`src/verilog/mfrs_pkg.sv`:
```
package mfrs_pkg;

  // ----------------------------------------
  // Register byte offsets
  // ----------------------------------------
  localparam logic [3:0] MFRS_OFF_SR0 = 4'h0;
  localparam logic [3:0] MFRS_OFF_SR1 = 4'h4;
  localparam logic [3:0] MFRS_OFF_SR2 = 4'h8;

  // ----------------------------------------
  // Field positions
  // ----------------------------------------
  localparam int MFRS_B_RELOCATION_ACTIVE = 0;
  localparam int MFRS_B_SPACE = 4;
  localparam int MFRS_B_ICOMP = 7;
  localparam int MFRS_B_DSTM  = 8;

  // ----------------------------------------
  // Mode field codes
  // ----------------------------------------
  localparam logic [1:0] MFRS_MODE_KERN  = 2'h0;
  localparam logic [1:0] MFRS_MODE_SUPER = 2'h1;
  localparam logic [1:0] MFRS_MODE_ILL   = 2'h2;
  localparam logic [1:0] MFRS_MODE_USER  = 2'h3;
  localparam logic [2:0] MFRS_ACF_ABORT  = 3'h7;

  // ----------------------------------------
  // Register numbers and reset values
  // ----------------------------------------
  localparam logic [3:0]  MFRS_GRA_USP  = 4'hf;
  localparam logic [15:0] MFRS_RST_WORD = 16'h0000;
  localparam logic [31:0] MFRS_RD_ZERO  = 32'h0000_0000;

  // ----------------------------------------
  // Processor-side inputs and outputs
  // ----------------------------------------
  typedef enum logic [1:0] {
    MFRS_SP_KERN  = 2'b00,
    MFRS_SP_SUPER = 2'b01,
    MFRS_SP_USER  = 2'b10,
    MFRS_SP_NONE  = 2'b11
  } mfrs_space_t;

  typedef struct packed {
    logic        pause_end;
    logic        bus_end_terminate;
    logic        int_reg_access;
    logic [2:0]  abort_flags;
    mfrs_space_t space;
    logic        dspace;
    logic [15:0] va;
    logic        instruction_load_strobe;
    logic        interrupt_entry_microstate;
    logic [15:0] trap_vector;
    logic        mod_valid;
    logic        mod_dec;
    logic [3:0]  general_register_number;
    logic [3:0]  step_constant;
    logic        final_dest_calc;
    logic        console_physical_access;
    logic        rd_en;
    logic [1:0]  rd_sel;
  } mfrs_cpu_t;

  typedef struct packed {
    logic        relocation_active;
    logic        access_abort;
    logic [2:0]  access_control_code;
    logic [15:0] int_bus_data;
  } mfrs_out_t;

endpackage

```
`src/verilog/mfrs_status.sv`:
```
`timescale 1ns/1ps

module mfrs_status
  import mfrs_pkg::*;
(
  input  wire logic        clk_i,
  input  wire logic        sys_rst_i,
  input  wire logic [3:0]  avs_address_i,
  input  wire logic        avs_read_i,
  input  wire logic        avs_write_i,
  input  wire logic [31:0] avs_writedata_i,
  input  wire logic [3:0]  avs_byteenable_i,
  output logic [31:0]      avs_readdata_o,
  output logic             avs_waitrequest_o,
  input  wire mfrs_cpu_t   cpu_i,
  output mfrs_out_t        cpu_o
);

  // ----------------------------------------
  // State
  // ----------------------------------------
  typedef struct packed {
    logic        relocation_enable_bit;
    logic        maintenance_destination_mode;
    logic        instruction_complete_flag;
    logic [1:0]  mode;
    logic        space;
    logic [2:0]  page;
    logic [15:0] autoincrement_log;
    logic        first_modification_recorded;
    logic [15:0] instruction_address_log;
    logic        no_error;
    logic        ack;
    logic [31:0] rdata;
    logic [15:0] int_bus_data;
  } mfrs_state_t;

  mfrs_state_t state_reg;
  mfrs_state_t state_next;

  logic [15:0] sr0_word;
  logic [15:0] rd_word;
  logic [1:0]  mode_code;
  logic        relocation_active;
  logic        strobe_ok;
  logic        clear_log;
  logic [3:0]  step_val;
  logic [2:0]  reg_num;
  logic [7:0]  mod_byte;
  logic        bus_req;
  logic        wr_sr0;

  // ----------------------------------------
  // Mode encoding
  // ----------------------------------------
  always_comb
  begin
    case (cpu_i.space)
      MFRS_SP_KERN:  mode_code = MFRS_MODE_KERN;
      MFRS_SP_SUPER: mode_code = MFRS_MODE_SUPER;
      MFRS_SP_USER:  mode_code = MFRS_MODE_USER;
      MFRS_SP_NONE:  mode_code = MFRS_MODE_ILL;
      default:       mode_code = MFRS_MODE_ILL;
    endcase
  end

  // ----------------------------------------
  // Relocation and abort
  // ----------------------------------------
  assign relocation_active =
    (state_reg.relocation_enable_bit & ~cpu_i.console_physical_access)
    | (state_reg.maintenance_destination_mode & cpu_i.final_dest_calc);

  assign strobe_ok = cpu_i.pause_end & relocation_active
                     & ~cpu_i.bus_end_terminate & ~cpu_i.int_reg_access
                     & state_reg.no_error;

  // One driver for the whole output struct
  assign cpu_o = '{relocation_active:   relocation_active,
                   access_abort:        relocation_active
                                        & (mode_code == MFRS_MODE_ILL),
                   access_control_code: (mode_code == MFRS_MODE_ILL)
                                        ? MFRS_ACF_ABORT : 3'h0,
                   int_bus_data:        state_reg.int_bus_data};

  // ----------------------------------------
  // Modification byte
  // ----------------------------------------
  always_comb
  begin
    step_val = cpu_i.mod_dec ? 4'(-cpu_i.step_constant)
                             : cpu_i.step_constant;
    reg_num = cpu_i.general_register_number[2:0];
    if (cpu_i.general_register_number == MFRS_GRA_USP)
    begin
      reg_num[0] = 1'b0;
    end
    mod_byte = {cpu_i.mod_dec, step_val, reg_num};
  end

  assign clear_log = cpu_i.instruction_load_strobe
    | (cpu_i.interrupt_entry_microstate & state_reg.no_error);

  // ----------------------------------------
  // Register views
  // ----------------------------------------
  assign sr0_word = {7'h00,
                     state_reg.maintenance_destination_mode,
                     state_reg.instruction_complete_flag,
                     state_reg.mode,
                     state_reg.space,
                     state_reg.page,
                     state_reg.relocation_enable_bit};

  always_comb
  begin
    case (cpu_i.rd_sel)
      2'h1:    rd_word = state_reg.autoincrement_log;
      2'h2:    rd_word = state_reg.instruction_address_log;
      default: rd_word = sr0_word;
    endcase
  end

  assign bus_req = avs_read_i | avs_write_i;
  assign avs_waitrequest_o = bus_req & ~state_reg.ack;
  assign avs_readdata_o = state_reg.rdata;
  assign wr_sr0 = avs_write_i & state_reg.ack
                  & (avs_address_i == MFRS_OFF_SR0);

  // ----------------------------------------
  // Next state
  // ----------------------------------------
  always_comb
  begin
    state_next = state_reg;

    // Bus handshake: one wait cycle, then answer
    state_next.ack = bus_req & ~state_reg.ack;
    if (avs_read_i & ~state_reg.ack)
    begin
      case (avs_address_i)
        MFRS_OFF_SR0: state_next.rdata = {16'h0000, sr0_word};
        MFRS_OFF_SR1: state_next.rdata = {16'h0000, state_reg.autoincrement_log};
        MFRS_OFF_SR2: state_next.rdata = {16'h0000, state_reg.instruction_address_log};
        default:      state_next.rdata = MFRS_RD_ZERO;
      endcase
    end

    // Software writes reach only the enable and maintenance bits
    if (wr_sr0 & avs_byteenable_i[0])
    begin
      state_next.relocation_enable_bit = avs_writedata_i[MFRS_B_RELOCATION_ACTIVE];
    end
    if (wr_sr0 & avs_byteenable_i[1])
    begin
      state_next.maintenance_destination_mode = avs_writedata_i[MFRS_B_DSTM];
    end

    // No-error state follows the abort flags at pause end
    if (cpu_i.pause_end)
    begin
      state_next.no_error = ~|cpu_i.abort_flags;
    end

    // Instruction complete flag
    if (cpu_i.instruction_load_strobe & state_reg.no_error)
    begin
      state_next.instruction_complete_flag = 1'b0;
    end
    if (cpu_i.interrupt_entry_microstate)
    begin
      state_next.instruction_complete_flag = 1'b1;
    end

    // Reference capture, frozen after an error
    if (strobe_ok)
    begin
      state_next.mode  = mode_code;
      state_next.space = cpu_i.dspace;
      state_next.page  = cpu_i.va[15:13];
    end

    // Autoincrement log; writes never reach it
    if (clear_log)
    begin
      state_next.autoincrement_log = MFRS_RST_WORD;
      state_next.first_modification_recorded = 1'b0;
    end
    if (cpu_i.mod_valid)
    begin
      if (state_next.first_modification_recorded)
      begin
        state_next.autoincrement_log[15:8] = mod_byte;
      end
      else
      begin
        state_next.autoincrement_log[7:0] = mod_byte;
        state_next.first_modification_recorded = 1'b1;
      end
    end

    // Instruction address log; writes never reach it
    if (cpu_i.instruction_load_strobe)
    begin
      state_next.instruction_address_log = cpu_i.va;
    end
    else if (cpu_i.interrupt_entry_microstate)
    begin
      state_next.instruction_address_log = cpu_i.trap_vector;
    end

    // Internal data bus read
    if (cpu_i.rd_en)
    begin
      state_next.int_bus_data = rd_word;
    end
  end

  // ----------------------------------------
  // State register
  // ----------------------------------------
  always_ff @(posedge clk_i)
  begin
    if (sys_rst_i)
    begin
      state_reg <= '0;
      state_reg.no_error <= 1'b1;
    end
    else
    begin
      state_reg <= state_next;
    end
  end

endmodule

```
`config.mk`:
```
export PLATFORM = sky130hd
export DESIGN_NAME = mfrs_status
export DESIGN_NICKNAME = d
export VERILOG_FILES = /design/src/verilog/mfrs_pkg.sv /design/src/verilog/mfrs_status.sv
export SDC_FILE = /design/constraint.sdc
export NUM_CORES = 1
export LEC_CHECK = 0
export BUFFER_PORTS_ARGS = -buffer_cell sky130_fd_sc_hd__buf_2
export CORE_MARGIN = 2
export CORE_UTILIZATION = 49
export CTS_CLUSTER_DIAMETER = 100
export DETAILED_ROUTE_END_ITERATION = 7
export PLACE_DENSITY = 0.9
export SETUP_SLACK_MARGIN = 0.05
export SLEW_MARGIN = 5
export SYNTH_ARGS = -nofsm -noshare
export SYNTH_HDL_FRONTEND = slang
export SYNTH_SLANG_ARGS = --single-unit
```
`constraint.sdc`:
```
create_clock -name clk_i -period 2 [get_ports clk_i]
set_clock_uncertainty 0.05 [all_clocks]
set_input_delay 0.4 -clock clk_i [delete_from_list [all_inputs] [get_ports clk_i]]
set_output_delay 0.4 -clock clk_i [all_outputs]
set_load 0.1 [all_outputs]
```
==> flow_summary.json, run 1 <==
{
  "postSynthCellCount": 464,
  "r2r_start": "state_reg[49]",
  "layout-drive-gt1-share_pct": 26.74,
  "startpoint_type": "flip-flop",
  "period_share_pct": 94.02,
  "end_kind": "output port",
  "tns_ps": 0,
  "layout.cells.non_filler": 633,
  "r2r_slack_ps": 440,
  "cts-root-to-sink-buffers": 2,
  "dpl-instance-area_um2": 4235,
  "drt_first_pass_iters": 5,
  "yosysWarnings": 0,
  "ff2ff_path_depth": 5,
  "hp-start": "cpu_i[54]",
  "num_io_pins": 156,
  "post-route-util_pct": 57.24,
  "post_cts_resized": 0,
  "clkSlewWorstSetupHoldPaths_ps": 80,
  "fp.dieH_um": 93.34,
  "min_to": "state_reg[49]",
  "critical_path_class": "reg -> out",
  "status": "finished clean",
  "synth.avg_cell_area_um2": 8.429,
  "portBuffers": 107,
  "track_usage_pct": 22.95,
  "syn_to_final_growth_pct": 13.08,
  "initial_core_util_pct": 50.62,
  "nNetsFinal": 634,
  "num_antenna_cells": 0,
  "grt_pass1_wl_mm": 15.65,
  "critPathMaxFanout": 4,
  "p_per_area_nw_per_um2": 748.0,
  "irDropWorstVdd_mv": 0.3079,
  "numCtsBuffers": 9,
  "dpl.hpwl_mm": 7.636,
  "tightest_slew_ps": 1083,
  "gp_congestion": 0.9514,
  "antenna_found_initial": 0,
  "cts_tree": "yes",
  "post_cts_buffers": 0,
  "first_iter_violations": 418,
  "slew_violations": 0,
  "grt_pass1_vias": 3166,
  "period_needed_ps": 1880,
  "hp-class": "in -> reg",
  "crit_required_ps": 1550,
  "arrival_ps": 1430,
  "whs_ps": 164.8,
  "maxCapViolations": 0,
  "routed_via_density": 5.476,
  "hold_viol": 0,
  "synthesis.area_um2": 3911,
  "core_area_um2": 7727,
  "ctsHtreeMaxLevel": 3,
  "ys_ff_latch": 76,
  "rows": 32,
  "largest_reg_flops": 35,
  "vias": 3466,
  "die_area_um2": 8712,
  "holdPathStages": 2,
  "clk_latency_ps": 360,
  "worstReg2RegEnd": "sr0_word[5]",
  "routed_wl_mm": 9.931,
  "p_leak_nw": 1.973,
  "dp.cells": 617,
  "grt_setup_unrepaired": "no",
  "maxSlewHeadroom_pct": 27.67,
  "gr-total-overflow": 0,
  "postLayoutCellArea_um2": 4423,
  "ys_seq_area_share_pct": 38.90,
  "setup_viol": 0,
  "drc_errors": 0,
  "grt_max_degree": 34,
  "routedWlPerCell_um": 15.69,
  "fmax_mhz": 531.8,
  "cts.sink_count": 76,
  "ant_nets": 0,
  "die_w_um": 93.34,
  "synthDistinctLibCells": 29,
  "root_buffer": "clkbuf_8",
  "holdBufCountCts": 0
}
## cell type report
class	count	area [um2]
flip-flops and latches	76	1521
clock buffers	12	165.2
well taps	102	127.6
fillers	684	3304
repair buffers	120	648.1
clock inverters	4	22.52
inverters	7	26.28
multi-input cells	312	1912
## cell usage in the layout (no fill, tap or decap), drive strengths merged, types with 9 or more instances in the layout
master | Yosys | layout
a21oi | 43 | 43
a22o | 14 | 14
a22oi | 31 | 31
buf | 57 | 120
clkbuf | 27 | 12
conb | 1 | 16
dfxtp | 76 | 76
mux2i | 32 | 32
nand2 | 14 | 14
nand2b | 14 | 14
nor2 | 91 | 91
nor2b | 10 | 10
o22ai | 9 | 9
o2bb2ai | 9 | 9
## worst max path at each step
stage                              end  depth (start not counted)              from
CTS                          cpu_o[20]                          3       sr0_word[8]
floorplan                    cpu_o[19]                          2         cpu_i[50]
global route                 cpu_o[20]                          3       sr0_word[8]
detailed placement  avs_readdata_o[11]                          5  avs_address_i[2]
finish                       cpu_o[20]                          3       sr0_word[8]
global placement    avs_readdata_o[13]                          5  avs_address_i[2]
## cell families after synthesis
kind of cell,Yosys count,synth area share [%]
adders and majority gates,6,1.919
other,1,0.09588
muxes,32,8.189
and+or+nand+nor,140,15.58
DFF,76,38.90
buffers and inverters,91,13.82
xor gates and xnor gates,2,0.4479
AOI/OAI and AO/OA,116,21.05
## worst max-delay path, stage by stage (launching register included)
cell and delay (ps):
dfxtp_1 420, nand2_1 130, nand2_1 90, buf_2 420
## Yosys cell counts (all sizes together)
master,instances,area share [%]
and2,2,0.32
a2111oi,2,1.4
o21a,1,0.19
dfxtp,76,39
o31ai,1,0.19
nor2,91,8.7
a21oi,43,5.5
nor3,4,0.51
nand3,4,0.51
ha,6,1.9
a22oi,31,6.0
a211oi,4,0.77
mux2i,32,8.2
xnor2,2,0.45
nand2,14,1.3
conb,1,0.096
clkbuf,27,2.6
buf,57,11
o22ai,9,1.4
a32oi,1,0.22
o41ai,1,0.22
inv,7,0.67
nand2b,14,2.3
a22o,14,3.1
nor2b,10,1.6
o2bb2ai,9,2.0
nor4bb,1,0.26
## metal layers
metal	global-route usage, %	part of all wire [%]	wire length (um)	vias to the layer above
met3	4.915	8.2	811	22
met5	0	0	0	-
li1	-	-	-	1662
met1	29.63	42	4141	1613
met2	37.83	48	4775	169
met4	8.211	2.0	202	0
## metrics by stage
stage	power (mW)	setup slack (ps)
2_1_floorplan	2.102	40.67
3_3_place_gp	2.221	111.9
3_5_place_dp	2.237	36.77
4_1_cts	3.314	115.8
5_1_grt	3.429	74.04
6_report	3.308	119.6
## where the power goes
group	switching, mW	internal, mW
combinational	0.437	0.173
sequential	0.0439	1.56
clock	0.552	0.545
total	1.03	2.27
Power figures use the tool's default switching activity.
==> run 2, diff against run 1 <==
clock period = 2.15 ns   (was 2 ns; I/O delays follow)
==> run 2 against run 1 <==
Sequential cell count is the same. Non-clock buffer count decreased by 3. Utilization grew 0.28 points. Wire length is 1.0% lower. Sequential power decreased by 7%. Worst hold slack improved by 44 ps.
==> flow_summary.json, run 2 (synthesis gave the netlist of run 1 again) <==
{
  "antenna_found_initial": 0,
  "min_to": "state_reg[49]",
  "num_io_pins": 156,
  "critical_path_class": "reg -> out",
  "r2r_slack_ps": 600,
  "largest_reg_flops": 35,
  "holdPathStages": 2,
  "routed_via_density": 5.581,
  "period_needed_ps": 1899,
  "core_area_um2": 7727,
  "grt_setup_unrepaired": "no",
  "post-route-util_pct": 57.51,
  "clkSlewWorstSetupHoldPaths_ps": 70,
  "ant_nets": 0,
  "layout-drive-gt1-share_pct": 25.95,
  "r2r_start": "state_reg[49]",
  "status": "finished clean",
  "routed_wl_mm": 9.830,
  "mostFrequentLayoutCells": "buf_2, nor2_1, dfxtp_1",
  "numCtsBuffers": 9,
  "irDropWorstVdd_mv": 0.3757,
  "startpoint_type": "flip-flop",
  "nNetsFinal": 631,
  "fp.dieH_um": 93.34,
  "vias": 3516,
  "grt_pass1_vias": 3209,
  "total_power_mw": 3.312,
  "end_kind": "output port",
  "maxCapViolations": 0,
  "switchingPower_uw": 939.8,
  "critPathMaxFanout": 4,
  "cts.sink_count": 76,
  "first_iter_violations": 335,
  "hold_viol": 0,
  "root_buffer": "clkbuf_8",
  "maxSlewHeadroom_pct": 28.98,
  "track_usage_pct": 22.58,
  "ff2ff_path_depth": 5,
  "initial_core_util_pct": 50.62,
  "num_antenna_cells": 0,
  "clk_latency_ps": 350,
  "syn_to_final_growth_pct": 13.63,
  "cts-root-to-sink-buffers": 2,
  "layout.cells.non_filler": 630,
  "seq_area_um2": 1521,
  "p_sw_share_pct": 28.38,
  "drt_first_pass_iters": 5,
  "seqPwrFrac_pct": 45.0,
  "clockPowerShare_pct": 38.1,
  "grt_max_degree": 34,
  "crit_required_ps": 1670,
  "gp_congestion": 0.9090,
  "post_cts_buffers": 0,
  "routedWlPerCell_um": 15.60,
  "holdBufCountCts": 0,
  "dp.cells": 614,
  "dpl.hpwl_mm": 7.546,
  "fmax_mhz": 526.7,
  "postLayoutCellArea_um2": 4444,
  "comb_power_share_pct": 16.9,
  "hp-start": "cpu_i[54]",
  "rows": 32,
  "tns_ps": 0,
  "arrival_ps": 1420,
  "portBuffers": 107,
  "grt_pass1_wl_mm": 15.58,
  "cts_tree": "yes",
  "worstReg2RegEnd": "sr0_word[3]",
  "slew_violations": 0,
  "p_leak_nw": 1.978,
  "intPower_mw": 2.372,
  "die_w_um": 93.34,
  "final_common_cell": "buf_2",
  "nFillCells": 641,
  "post_cts_resized": 0,
  "ctsHtreeMaxLevel": 3,
  "die_area_um2": 8712,
  "drc_errors": 0,
  "period_share_pct": 88.30,
  "dpl-instance-area_um2": 4213,
  "tightest_slew_ps": 1063,
  "multi_input_area_um2": 1912,
  "setup_viol": 0,
  "p_per_area_nw_per_um2": 745.2,
  "gr-total-overflow": 0,
  "hp-class": "in -> reg"
}
-- run 2: changes by cell type in the layout (fill, tap and decap cells not counted) --
| cell | delta |
|---|---|
| buf_4 | -3 |
| clkbuf_8 | -3 |
| clkinvlp_4 | -1 |
| clkbuf_1 | +2 |
| clkinv_2 | -1 |
| bufinv_16 | +3 |
-- run 2: worst max-delay path by stage --
| stage | start | to | slack (ps) |
|---|---|---|---|
| after floorplan | cpu_i[50] | cpu_o[19] | 130 |
| after global placement | avs_address_i[2] | avs_readdata_o[13] | 230 |
| after detailed placement | avs_address_i[2] | avs_readdata_o[13] | 170 |
| after CTS | sr0_word[8] | cpu_o[20] | 250 |
| after global routing | sr0_word[8] | cpu_o[20] | 200 |
| final | sr0_word[8] | cpu_o[20] | 250 |
-- run 2: worst max-delay path, cell delays in order (launching register included) --
cell and delay, ps:
dfxtp_1 430, nand2_1 140, nand2_1 90, buf_2 420
-- run 2: power by group through the flow --
stage                     clock network, mW  logic (mW)  registers, mW
after global routing                   1.33       0.599           1.49
final                                  1.26       0.561           1.49
after global placement                    0       0.543           1.52
after floorplan                           0       0.452           1.50
after detailed placement                  0       0.554           1.52
after CTS                              1.27       0.557           1.49
-- run 2: per-stage QoR --
stage	setup slack, ps	hold WS (ps)
detailed placement	173.1	419.3
global route	199.7	223.7
finish	251.5	209.0
global placement	226.3	415.1
floorplan	130.7	399.0
CTS	251.2	201.5
-- run 2: layout make-up --
class / count / area share [%]
clock buffer: 11 / 2.956
clock inverter: 5 / 2.252
inverter: 7 / 0.5912
multi-input combinational: 312 / 43.02
sequential: 76 / 34.23
tap: 102 / 2.872
timing repair buffer: 117 / 14.08
-- run 2: per-layer routing --
layer,global-route usage [%],share of wire (%),vias to the layer above
met5,0,0,-
met4,7.843,2.3,0
met3,3.626,8.1,29
met2,37.65,48,188
met1,29.65,42,1635
li1,-,-,1664
==> run 3, diff against run 2 <==
CORE_UTILIZATION = 53   (was 49)
PLACE_DENSITY = 0.95   (was 0.9)
clock period = 2.27 ns   (was 2.15 ns; I/O delays follow)
==> run 3 against run 2 <==
Non-clock buffer count fell by 1. Total power fell by 1.3%. Wire length rose by 3.0%.
==> flow_summary.json, run 3 (synthesis gave the netlist of run 1 again) <==
{
  "cts.sink_count": 76,
  "setup_viol": 0,
  "ctsHtreeMaxLevel": 3,
  "die_area_um2": 8083,
  "status": "finished clean",
  "die_w_um": 89.91,
  "maxCapViolations": 0,
  "cts_tree": "yes",
  "grt_setup_unrepaired": "no",
  "antenna_found_initial": 0,
  "routed_via_density": 5.590,
  "fmax_mhz": 477.5,
  "clkSlewWorstSetupHoldPaths_ps": 70,
  "numCtsBuffers": 9,
  "core_area_um2": 7214,
  "num_io_pins": 156,
  "p_per_area_nw_per_um2": 736.5,
  "layout-drive-gt1-share_pct": 25.86,
  "final_common_cell": "buf_2",
  "nNetsFinal": 630,
  "mostFrequentLayoutCells": "buf_2, nor2_1, dfxtp_1",
  "tightest_slew_ps": 1081,
  "crit_required_ps": 1770,
  "dpl.hpwl_mm": 7.551,
  "tns_ps": 0,
  "dpl-instance-area_um2": 4187,
  "holdBufCountCts": 0,
  "gr-total-overflow": 0,
  "routed_wl_mm": 10.13,
  "nFillCells": 618,
  "fp.dieH_um": 89.91,
  "arrival_ps": 1590,
  "largest_reg_flops": 35,
  "startpoint_type": "flip-flop",
  "vias": 3494,
  "grt_pass1_wl_mm": 16.37,
  "gp_congestion": 0.8747,
  "period_needed_ps": 2094,
  "critical_path_class": "reg -> out",
  "track_usage_pct": 25.14,
  "end_kind": "output port",
  "hp-class": "in -> reg",
  "total_power_mw": 3.269,
  "routedWlPerCell_um": 16.21,
  "root_buffer": "clkbuf_8",
  "grt_pass1_vias": 3303,
  "first_iter_violations": 352,
  "post_cts_buffers": 0,
  "p_leak_nw": 1.979,
  "multi_input_area_um2": 1912,
  "period_share_pct": 92.26,
  "clk_latency_ps": 360,
  "portBuffers": 107,
  "drt_first_pass_iters": 5,
  "rows": 31,
  "whs_ps": 217.2,
  "critPathMaxFanout": 4,
  "post_cts_resized": 0,
  "ant_nets": 0,
  "irDropWorstVdd_mv": 0.4518,
  "num_antenna_cells": 0,
  "seq_area_um2": 1521,
  "hold_viol": 0,
  "syn_to_final_growth_pct": 13.50,
  "grt_max_degree": 34,
  "cts-root-to-sink-buffers": 2,
  "drc_errors": 0,
  "initial_core_util_pct": 54.21,
  "maxSlewHeadroom_pct": 27.80,
  "slew_violations": 0,
  "postLayoutCellArea_um2": 4439
}
-- run 3: worst paths after layout --
check	slack, ps	cells past startpoint	end	start
max	180	4	cpu_o[19]	sr0_word[8]
min	220	2	state_reg[49]	cpu_i[54]
max reg2reg	570	4	sr0_word[2]	sr0_word[0]
min reg2reg	440	2	cpu_o[5]	cpu_o[5]
-- run 3: final cells by class --
type	instances	share of cell area, %
Clock buffer	10	2.875
Clock inverter	5	2.818
Inverter	7	0.5919
Multi-Input combinational cell	312	43.07
Sequential cell	76	34.27
Tap cell	99	2.790
Timing Repair Buffer	116	13.59
-- run 3: worst max-delay path: stages (launching register included) --
cell and delay (ps):
dfxtp_1 420, nand2_1 140, nand2_1 100, and2_2 150, buf_2 430
-- run 3: stage by stage --
stage	cells	setup WS, ps	util, %
6_report	625	175.7	61.53
5_1_grt	625	114.5	61.53
4_1_cts	625	181.7	61.53
3_5_place_dp	610	323.5	58.03
3_3_place_gp	610	326.2	58.03
2_1_floorplan	479	202.7	-
-- run 3: power breakdown --
part | total (mW) | internal (mW) | switching, mW
Clock | 1.32 | 0.834 | 0.488
Combinational | 0.536 | 0.147 | 0.389
Sequential | 1.41 | 1.37 | 0.0398
-- run 3: layer usage --
layer | global-route usage [%] | vias to the layer above | share of wire, %
met5 | 0 | - | 0
met3 | 6.287 | 30 | 8.0
met2 | 42.36 | 201 | 48
met1 | 31.08 | 1613 | 41
met4 | 9.744 | 0 | 2.9
li1 | - | 1650 | -
